`src/rtl/mrdc_pkg.sv`:
```
// Package of constants for the monitor receiver dynamics controller
package mrdc_pkg;
   // Register offsets (byte addresses, one word each)
   localparam logic [7:0] ADDR_MODEL_SELECT = 8'h00;
   localparam logic [7:0] ADDR_APPLIED_STATE = 8'h04;
   localparam logic [7:0] ADDR_SPEED = 8'h08;
   localparam logic [7:0] ADDR_CLIMB = 8'h0c;
   localparam logic [7:0] ADDR_RESTART = 8'h10;
   localparam logic [7:0] ADDR_JAM = 8'h14;
   localparam logic [7:0] ADDR_PPS_ERR = 8'h18;
   localparam logic [7:0] ADDR_POS_ERR = 8'h1c;
   localparam logic [7:0] ADDR_ALT_ERR = 8'h20;
   localparam logic [7:0] ADDR_IRQ_STATUS = 8'h24;
   localparam logic [7:0] ADDR_IRQ_ENABLE = 8'h28;
   localparam logic [7:0] ADDR_IRQ_CLEAR = 8'h2c;
   // Model codes
   localparam logic [3:0] MODEL_PORTABLE = 4'h0;
   localparam logic [3:0] MODEL_STATIONARY = 4'h1;
   localparam logic [3:0] MODEL_PEDESTRIAN = 4'h2;
   localparam logic [3:0] MODEL_AUTOMOTIVE = 4'h3;
   localparam logic [3:0] MODEL_SEA = 4'h4;
   localparam logic [3:0] MODEL_AIR1G = 4'h5;
   localparam logic [3:0] MODEL_AIR2G = 4'h6;
   localparam logic [3:0] MODEL_AIR4G = 4'h7;
   localparam logic [3:0] MODEL_AUTO = 4'h8;
   localparam logic [3:0] MODEL_RESET = 4'h0;
   // Speed thresholds in knots, climb in feet per minute
   localparam logic [15:0] KN_PED_UP = 16'h0002;
   localparam logic [15:0] KN_PED_DN = 16'h0001;
   localparam logic [15:0] KN_AUTO_UP = 16'h000a;
   localparam logic [15:0] KN_AUTO_DN = 16'h0008;
   localparam logic [15:0] KN_AIR1_UP = 16'h003c;
   localparam logic [15:0] KN_AIR1_FAST = 16'h0064;
   localparam logic [15:0] KN_AIR1_DN = 16'h0032;
   localparam logic [15:0] KN_AIR2_UP = 16'h0096;
   localparam logic [15:0] KN_AIR2_DN = 16'h0082;
   localparam logic [15:0] KN_AIR4_UP = 16'h00f0;
   localparam logic [15:0] KN_AIR4_DN = 16'h00d2;
   localparam logic [15:0] FPM_CLIMB = 16'h0190;
   // Restart settle time and clock
   localparam int RESTART_WAIT_S = 60;
   localparam int CLK_HZ = 20000000;
   localparam int RESTART_CYCLES = RESTART_WAIT_S * CLK_HZ;
   // Interrupt bits
   localparam int IRQ_APPLIED_CHG = 0;
   localparam int IRQ_RESTART_DONE = 1;
   localparam int IRQ_WIDTH = 2;
endpackage : mrdc_pkg

```
`src/rtl/mrdc_ctrl.sv`:
```
// Dynamic-model control and status for the monitoring receiver
// Functional notes
// - Model setting takes codes 0..8; 0 portable is the reset default.
// - Airborne codes 5..7 select Doppler tracking, others carrier phase.
// - Auto: stationary to 2 kn, pedestrian above 2/below 1, auto 10/8.
// - Auto to air-1g needs >60 kn and >400 ft/min; falls back <50 kn.
// - Auto: above 100 kn enter air-1g regardless of climb.
// - Auto: air-2g above 150/below 130, air-4g above 240/below 210.
// - Setting reads 0..8; applied state reads 0..7.
// - New setting applies at once and is sent to non-volatile storage.
// - Jamming level reported as unsigned 0..255.
// - Restart command resets receiver; lock begins about one minute later.
// - Pulse timing error from receiver pulse edge versus simulator time.
// - Position error and separate altitude error reported in meters.
module mrdc_ctrl #(
   parameter int RESTART_CYCLES = mrdc_pkg::RESTART_CYCLES,
   parameter int ERR_W = 32
) (
   input wire logic mclk,
   input wire logic rst,
   input wire logic [7:0] reg_addr,
   input wire logic [31:0] reg_wdata,
   input wire logic reg_wr,
   input wire logic reg_rd,
   output logic [31:0] reg_rdata,
   input wire logic [15:0] speed_knots,
   input wire logic [15:0] climb_fpm,
   input wire logic [7:0] interference_level_in,
   input wire logic one_pulse_per_second,
   input wire logic [ERR_W-1:0] sim_time_err_in,
   input wire logic [ERR_W-1:0] pos_err_in,
   input wire logic [ERR_W-1:0] alt_err_in,
   output logic [3:0] rx_model,
   output logic rx_doppler_track,
   output logic rx_reset,
   output logic nv_store,
   output logic [3:0] nv_data,
   output logic irq
);
   // Refuse settings the counters and read mux cannot hold
   if (RESTART_CYCLES < 1 || ERR_W < 1 || ERR_W > 32) begin : g_bad_param
      $error("mrdc_ctrl: bad parameter");
   end

   logic [3:0] dynamic_model_select;
   logic [3:0] applied_model_state;
   logic [15:0] spd;
   logic [15:0] clm;
   logic [31:0] restart_cnt;
   logic [7:0] jam;
   logic [ERR_W-1:0] pps_err;
   logic [ERR_W-1:0] pos_err;
   logic [ERR_W-1:0] alt_err;
   logic pps_prev;
   logic [mrdc_pkg::IRQ_WIDTH-1:0] irq_status;
   logic [mrdc_pkg::IRQ_WIDTH-1:0] irq_enable;

   // Airborne test shared by tracking output and checks
   function automatic logic mrdc_is_air(input logic [3:0] m);
      return m >= mrdc_pkg::MODEL_AIR1G && m <= mrdc_pkg::MODEL_AIR4G;
   endfunction : mrdc_is_air

   // Register decode
   wire wr_sel = reg_wr && reg_addr == mrdc_pkg::ADDR_MODEL_SELECT;
   wire wr_ok = wr_sel && reg_wdata <= 32'h0000_0008;
   wire wr_spd = reg_wr && reg_addr == mrdc_pkg::ADDR_SPEED;
   wire wr_clm = reg_wr && reg_addr == mrdc_pkg::ADDR_CLIMB;
   wire wr_rst = reg_wr && reg_addr == mrdc_pkg::ADDR_RESTART
      && reg_wdata[0];
   wire wr_ien = reg_wr && reg_addr == mrdc_pkg::ADDR_IRQ_ENABLE;
   wire wr_clr = reg_wr && reg_addr == mrdc_pkg::ADDR_IRQ_CLEAR;
   wire restart_busy = restart_cnt != 32'h0;
   wire restart_done = restart_cnt == 32'h1;
   wire pps_rise = one_pulse_per_second && !pps_prev;

   // Automatic model choice with hysteresis, sea never chosen
   wire climb_ok = clm > mrdc_pkg::FPM_CLIMB;
   wire up_air1 = (spd > mrdc_pkg::KN_AIR1_UP && climb_ok)
      || spd > mrdc_pkg::KN_AIR1_FAST;
   logic [3:0] auto_model;
   always_comb begin
      auto_model = applied_model_state;
      case (applied_model_state)
         mrdc_pkg::MODEL_PEDESTRIAN: begin
            if (spd > mrdc_pkg::KN_AUTO_UP) begin
               auto_model = mrdc_pkg::MODEL_AUTOMOTIVE;
            end else if (spd < mrdc_pkg::KN_PED_DN) begin
               auto_model = mrdc_pkg::MODEL_STATIONARY;
            end
         end
         mrdc_pkg::MODEL_AUTOMOTIVE: begin
            if (up_air1) begin
               auto_model = mrdc_pkg::MODEL_AIR1G;
            end else if (spd < mrdc_pkg::KN_AUTO_DN) begin
               auto_model = mrdc_pkg::MODEL_PEDESTRIAN;
            end
         end
         mrdc_pkg::MODEL_AIR1G: begin
            if (spd > mrdc_pkg::KN_AIR2_UP) begin
               auto_model = mrdc_pkg::MODEL_AIR2G;
            end else if (spd < mrdc_pkg::KN_AIR1_DN) begin
               auto_model = mrdc_pkg::MODEL_AUTOMOTIVE;
            end
         end
         mrdc_pkg::MODEL_AIR2G: begin
            if (spd > mrdc_pkg::KN_AIR4_UP) begin
               auto_model = mrdc_pkg::MODEL_AIR4G;
            end else if (spd < mrdc_pkg::KN_AIR2_DN) begin
               auto_model = mrdc_pkg::MODEL_AIR1G;
            end
         end
         mrdc_pkg::MODEL_AIR4G: begin
            if (spd < mrdc_pkg::KN_AIR4_DN) begin
               auto_model = mrdc_pkg::MODEL_AIR2G;
            end
         end
         mrdc_pkg::MODEL_STATIONARY: begin
            if (spd > mrdc_pkg::KN_PED_UP) begin
               auto_model = mrdc_pkg::MODEL_PEDESTRIAN;
            end
         end
         default: begin
            auto_model = mrdc_pkg::MODEL_STATIONARY; // Entry from manual
         end
      endcase
   end

   wire auto_on = dynamic_model_select == mrdc_pkg::MODEL_AUTO;
   wire [3:0] next_applied = auto_on ? auto_model : dynamic_model_select;

   // Event sources for the sticky status
   wire [mrdc_pkg::IRQ_WIDTH-1:0] irq_evt = {restart_done,
      next_applied != applied_model_state};

   // Read data mux
   logic [31:0] rd_mux;
   always_comb begin
      case (reg_addr)
         mrdc_pkg::ADDR_MODEL_SELECT: rd_mux = {28'h0, dynamic_model_select};
         mrdc_pkg::ADDR_APPLIED_STATE: rd_mux = {28'h0, applied_model_state};
         mrdc_pkg::ADDR_SPEED: rd_mux = {16'h0, spd};
         mrdc_pkg::ADDR_CLIMB: rd_mux = {16'h0, clm};
         mrdc_pkg::ADDR_RESTART: rd_mux = {31'h0, restart_busy};
         mrdc_pkg::ADDR_JAM: rd_mux = {24'h0, jam};
         mrdc_pkg::ADDR_PPS_ERR: rd_mux = 32'(pps_err);
         mrdc_pkg::ADDR_POS_ERR: rd_mux = 32'(pos_err);
         mrdc_pkg::ADDR_ALT_ERR: rd_mux = 32'(alt_err);
         mrdc_pkg::ADDR_IRQ_STATUS: rd_mux = 32'(irq_status);
         mrdc_pkg::ADDR_IRQ_ENABLE: rd_mux = 32'(irq_enable);
         default: rd_mux = 32'h0;
      endcase
   end

   // Bus registers and settings
   always_ff @(posedge mclk or posedge rst) begin
      if (rst) begin
         dynamic_model_select <= mrdc_pkg::MODEL_RESET;
         spd <= 16'h0;
         clm <= 16'h0;
         irq_enable <= '0;
         reg_rdata <= 32'h0;
      end else begin
         if (wr_ok) begin
            dynamic_model_select <= reg_wdata[3:0];
         end
         if (wr_spd) begin
            spd <= reg_wdata[15:0];
         end
         if (wr_clm) begin
            clm <= reg_wdata[15:0];
         end
         if (wr_ien) begin
            irq_enable <= reg_wdata[mrdc_pkg::IRQ_WIDTH-1:0];
         end
         reg_rdata <= reg_rd ? rd_mux : 32'h0;
      end
   end

   // Applied model and receiver drive
   always_ff @(posedge mclk or posedge rst) begin
      if (rst) begin
         applied_model_state <= mrdc_pkg::MODEL_RESET;
         rx_model <= mrdc_pkg::MODEL_RESET;
         rx_doppler_track <= 1'b0;
         nv_store <= 1'b0;
         nv_data <= mrdc_pkg::MODEL_RESET;
      end else begin
         applied_model_state <= next_applied;
         rx_model <= next_applied;
         rx_doppler_track <= mrdc_is_air(next_applied);
         nv_store <= wr_ok;
         if (wr_ok) begin
            nv_data <= reg_wdata[3:0];
         end
      end
   end

   // Restart hold and status capture
   always_ff @(posedge mclk or posedge rst) begin
      if (rst) begin
         restart_cnt <= 32'h0;
         rx_reset <= 1'b0;
         jam <= 8'h0;
         pps_err <= '0;
         pos_err <= '0;
         alt_err <= '0;
         pps_prev <= 1'b0;
      end else begin
         if (wr_rst) begin
            restart_cnt <= 32'(RESTART_CYCLES);
         end else if (restart_busy) begin
            restart_cnt <= restart_cnt - 32'h1;
         end
         rx_reset <= wr_rst;
         jam <= interference_level_in;
         pps_prev <= one_pulse_per_second;
         if (pps_rise) begin
            pps_err <= sim_time_err_in;
         end
         pos_err <= pos_err_in;
         alt_err <= alt_err_in;
      end
   end

   // Sticky status, set wins over clear
   always_ff @(posedge mclk or posedge rst) begin
      if (rst) begin
         irq_status <= '0;
         irq <= 1'b0;
      end else begin
         irq_status <= (irq_status & ~(wr_clr ?
            reg_wdata[mrdc_pkg::IRQ_WIDTH-1:0] : '0)) | irq_evt;
         irq <= |(((irq_status & ~(wr_clr ?
            reg_wdata[mrdc_pkg::IRQ_WIDTH-1:0] : '0)) | irq_evt)
            & irq_enable);
      end
   end

   // Checks
   AST_SEL_RANGE: assert property (@(posedge mclk) disable iff (rst)
      dynamic_model_select <= mrdc_pkg::MODEL_AUTO)
      else $error("model setting out of range");
   AST_DOPPLER: assert property (@(posedge mclk) disable iff (rst)
      rx_doppler_track == mrdc_is_air(rx_model))
      else $error("tracking mode mismatch");
   AST_STAT_UP: assert property (@(posedge mclk) disable iff (rst)
      auto_on && applied_model_state == mrdc_pkg::MODEL_STATIONARY
      && spd > mrdc_pkg::KN_PED_UP && !wr_sel |=>
      applied_model_state == mrdc_pkg::MODEL_PEDESTRIAN)
      else $error("no step to pedestrian");
   AST_AIR1_NEEDS: assert property (@(posedge mclk) disable iff (rst)
      auto_on && applied_model_state == mrdc_pkg::MODEL_AUTOMOTIVE
      && !up_air1 && !wr_sel |=>
      applied_model_state != mrdc_pkg::MODEL_AIR1G)
      else $error("air-1g without cause");
   AST_AIR1_FAST: assert property (@(posedge mclk) disable iff (rst)
      auto_on && applied_model_state == mrdc_pkg::MODEL_AUTOMOTIVE
      && spd > mrdc_pkg::KN_AIR1_FAST && !wr_sel |=>
      applied_model_state == mrdc_pkg::MODEL_AIR1G)
      else $error("fast speed did not enter air-1g");
   AST_AIR4_DN: assert property (@(posedge mclk) disable iff (rst)
      auto_on && applied_model_state == mrdc_pkg::MODEL_AIR4G
      && spd < mrdc_pkg::KN_AIR4_DN && !wr_sel |=>
      applied_model_state == mrdc_pkg::MODEL_AIR2G)
      else $error("no fall back from air-4g");
   AST_APPLIED: assert property (@(posedge mclk) disable iff (rst)
      !auto_on |=> $past(wr_sel) ||
      applied_model_state == $past(dynamic_model_select))
      else $error("applied differs in manual mode");
   AST_NV: assert property (@(posedge mclk) disable iff (rst)
      wr_ok |=> nv_store && nv_data == dynamic_model_select
      ##1 ($past(auto_on) || rx_model == $past(nv_data)))
      else $error("setting not stored or applied");
   AST_RESTART: assert property (@(posedge mclk) disable iff (rst)
      wr_rst |=> rx_reset && restart_busy)
      else $error("restart not issued");
   AST_NO_SEA: assert property (@(posedge mclk) disable iff (rst)
      auto_on |=> applied_model_state != mrdc_pkg::MODEL_SEA)
      else $error("sea applied in auto mode");
   COV_AUTO_AIR: cover property (@(posedge mclk) disable iff (rst)
      auto_on && applied_model_state == mrdc_pkg::MODEL_AIR4G);
   COV_RESTART: cover property (@(posedge mclk) disable iff (rst)
      restart_done);
   COV_IRQ: cover property (@(posedge mclk) disable iff (rst) irq);
endmodule : mrdc_ctrl

```
`config.mk`:
```
export PLATFORM = sky130hd
export DESIGN_NAME = mrdc_ctrl
export DESIGN_NICKNAME = d
export VERILOG_FILES = /design/src/rtl/mrdc_pkg.sv /design/src/rtl/mrdc_ctrl.sv
export SDC_FILE = /design/constraint.sdc
export NUM_CORES = 1
export LEC_CHECK = 0
export ABC_AREA = 1
export BUFFER_PORTS_ARGS = -buffer_cell sky130_fd_sc_hd__buf_2
export CORE_AREA = 3 3 144 146
export CTS_BUF_LIST = sky130_fd_sc_hd__clkbuf_8 sky130_fd_sc_hd__clkbuf_16
export CTS_CLUSTER_SIZE = 8
export DETAILED_ROUTE_END_ITERATION = 8
export DIE_AREA = 0 0 147 149
export GPL_TIMING_DRIVEN = 1
export PLACE_DENSITY_LB_ADDON = 0.3
export SETUP_SLACK_MARGIN = 0.02
export SYNTH_ARGS = -nofsm -noshare
export SYNTH_HDL_FRONTEND = slang
export SYNTH_SLANG_ARGS = --single-unit
```
`constraint.sdc`:
```
create_clock -name mclk -period 6.95 [get_ports mclk]
set_input_delay 1.39 -clock mclk [delete_from_list [all_inputs] [get_ports mclk]]
set_output_delay 1.39 -clock mclk [all_outputs]
set_load 0.05 [all_outputs]
```
==> results.toml <==
[timing]
skew_ps = 8.44
finalMaxSlewViolations = 0
slew_headroom_pct = 36.3
max_freq_mhz = 280
hold_ws_ps = 485
fin_crit_ps = 3570
fin_tns_setup_ps = 0
fin_crit_sh_pct = 51.3
worst_pin_slew_ps = 952
worst_slack_ps = 3380
hold_viol_final = 0
final-setup-viol-count = 0
grt_setup_unrepaired = "false"

[clock_tree]
cts-root-buf = "clkbuf_16"
postCtsSetupBuffers = 0
clock-sinks = 217
cts.path.max_buffers = 3
cts.htree.levels = 1
clkTransAtPathRegs_ps = 50
cts_hold_buffers = 0
cts_made_buffers = 31
tritoncts = "done"
clk_latency_ps = 520
post_cts_resized = 0

[synth]
ys_top_cells_by_area = "dfrtp_1 (57%), nand2_1 (9.0%), inv_1 (4.9%)"
yosys_warnings = 0
netlist_area_um2 = 9520
ys_async_sr_fraction_pct = 100
synth.avg_cell_area_um2 = 9.22
ys_seq_area_share_pct = 57.1
synthesis.nets = 1215
synth_edf_count = 0
ys_ff_latch = 217
synthFlopType = "dfrtp_1"
yosys.cell_types.count = 53
synth_top_area_cell = "dfrtp_1"
yosysTopAreaCellShare_pct = 57.1
syn-instance-count = 1032

[layout]
postLayoutCellArea_um2 = 11500
post-route-util_pct = 59.1
syn2layout_area_growth_pct = 21.3
drive_above_1_share_pct = 24.5
fill_cells = 1716
fin_cells = 1502
fin_nets = 1417

[critical_path]
worstSetupPathType = "in2reg"
end_kind = "flop"
start_kind = "primary input"
rrSetupSlack_ps = 4590
r2r_cells = 16
critPathRequiredTime_ps = 7350
critPathCapture = "spd[14]$_DFFE_PP0P_"
cp-startpoint = "reg_addr[7]"
cp_max_fo = 26
cp_data_arrival_time_ps = 3970
r2r_start = "spd[12]$_DFFE_PP0P_"
r2r-end = "irq$_DFF_PP0_"

[placed_design]
place_worst_setup_slack_ps = 2870
dp_hpwl_um = 17800
gp_congestion = 0.895
dp.cells = 1466
placedInstanceArea_um2 = 10700
io_buffers = 192

[power]
ir_drop_mv = 0.285
p_total_mw = 2.97
p_per_area_nw_per_um2 = 257
p_leak_nw = 5.85

[drt]
drc = 0
via_per_inst = 5.20
first_pass_iters = 5
first_iter_violations = 505
routedWlPerCell_um = 16.4
drt_wl_total_um = 24700
ant_nets = 0
num_vias = 7813

[run]
cap_violations = 0

[die]
die_w_um = 147
start_util_pct = 48.7
die_area_um2 = 21900
design.core.area_um2 = 19500
rows = 51
die_h_um = 149
io_pins = 225

[grt]
grt_usage_pct = 22.7
grt_pass1_wl_um = 40000
grt_pass1_vias = 7787
antenna_found_initial = 7
grt_max_degree = 69
overflow = 0

[run_status]
status = "complete, no violations"

[worst_hold_path]
hp-class = "reg2reg"
-- cell families after synthesis --
family | share of synthesized area (%)
flip-flops | 57.1
buffers and inverters | 6.50
AO/OA/AOI/OAI | 9.20
AND/OR/NAND/NOR | 22.8
XOR/XNOR | 1.01
multiplexers | 3.20
adder cells (fa/ha/maj) | 0.263
-- worst min-delay path by stage --
stage | from | to | slack, ps | cells past startpoint
5_1_grt | irq_enable[0]$_DFFE_PP0P_ | irq$_DFF_PP0_ | 510 | 2
6_report | irq_enable[0]$_DFFE_PP0P_ | irq$_DFF_PP0_ | 490 | 2
3_5_place_dp | irq_enable[0]$_DFFE_PP0P_ | irq$_DFF_PP0_ | 480 | 2
3_3_place_gp | restart_cnt[19]$_DFFE_PP0P_ | restart_cnt[19]$_DFFE_PP0P_ | 480 | 1
4_1_cts | irq_enable[0]$_DFFE_PP0P_ | irq$_DFF_PP0_ | 490 | 2
2_1_floorplan | irq_enable[0]$_DFFE_PP0P_ | irq$_DFF_PP0_ | 440 | 2
-- sequential cells by signal (all words and copies together) (netlist names), 2 cells and up --
name and cells:
irq_status 2, spd 16, reg_rdata 32, pps_err 32, alt_err 32, pos_err 32, restart_cnt 32, nv_data 4
applied_model_state 4, irq_enable 2, clm 16, jam 8
-- synth_stat cells, types with 3 or more instances --
cell type,n
nand2_2,4
nor3_1,25
a31oi_1,5
o21ai_1,10
o221ai_1,5
nand3_1,43
nor2_1,115
nand3_2,3
nor4_1,14
inv_1,125
nor2_4,8
a211oi_1,5
xor2_1,6
o211ai_1,3
mux2_2,27
a41oi_1,7
nand2_1,227
nand2_4,4
dfrtp_1,217
o21ai_0,33
xnor2_1,5
nor3_2,5
nand4_1,14
clkbuf_1,19
nor2_2,8
o22ai_1,3
buf_2,4
a221oi_1,17
a21oi_1,38
clkinv_1,3
-- power breakdown --
group,switching (mW),internal [mW],total (mW)
Sequential,0.0711,1.36,1.43
Combinational,0.155,0.106,0.261
Clock,0.490,0.783,1.27
-- worst max-delay path, cell delays in order --
cell     delay, ps
buf_2          100
nor2_2         190
nand2_1         90
nor2_1         200
inv_1          120
nor2_2         630
nand2_1        730
mux2_2         500
-- final cells by class --
cell class / instances / area, um^2 / area share, %
diodes: 3 / 7.51 / 0.0650
clock buffers: 32 / 790 / 6.84
clock inverters: 1 / 7.51 / 0.0650
inverters: 130 / 494 / 4.28
multi-input cells: 656 / 3470 / 30.1
flip-flops and latches: 217 / 5430 / 47.1
well taps: 265 / 332 / 2.87
repair buffers: 198 / 1010 / 8.72
-- cell usage in the layout, fill, tap and decap left out, types with 6 or more instances in the layout --
cell / Yosys / routed
nor2_4: 8 / 8
nand3_1: 43 / 43
nand4_1: 14 / 14
buf_4: 1 / 6
xor2_1: 6 / 6
a41oi_1: 7 / 7
inv_1: 125 / 124
nor4_1: 14 / 14
nor3_1: 25 / 25
nor2_1: 115 / 113
a221oi_1: 17 / 17
mux2_2: 27 / 27
nand2_1: 227 / 226
a21oi_1: 38 / 38
clkbuf_16: 0 / 31
o21ai_0: 33 / 33
o21ai_1: 10 / 10
buf_2: 4 / 192
dfrtp_1: 217 / 217
nor2_2: 8 / 10
-- per-layer routing --
metal / track usage, % / up-vias / wire, um / part of all wire (%)
met5: 0 / - / 49 / 0.20
met2: 35.5 / 303 / 11200 / 45
met4: 6.94 / 10 / 592 / 2.4
met3: 6.87 / 52 / 2350 / 9.5
li1: - / 3773 / - / -
met1: 30.8 / 3675 / 10500 / 43
Power figures use the tool's default switching activity.
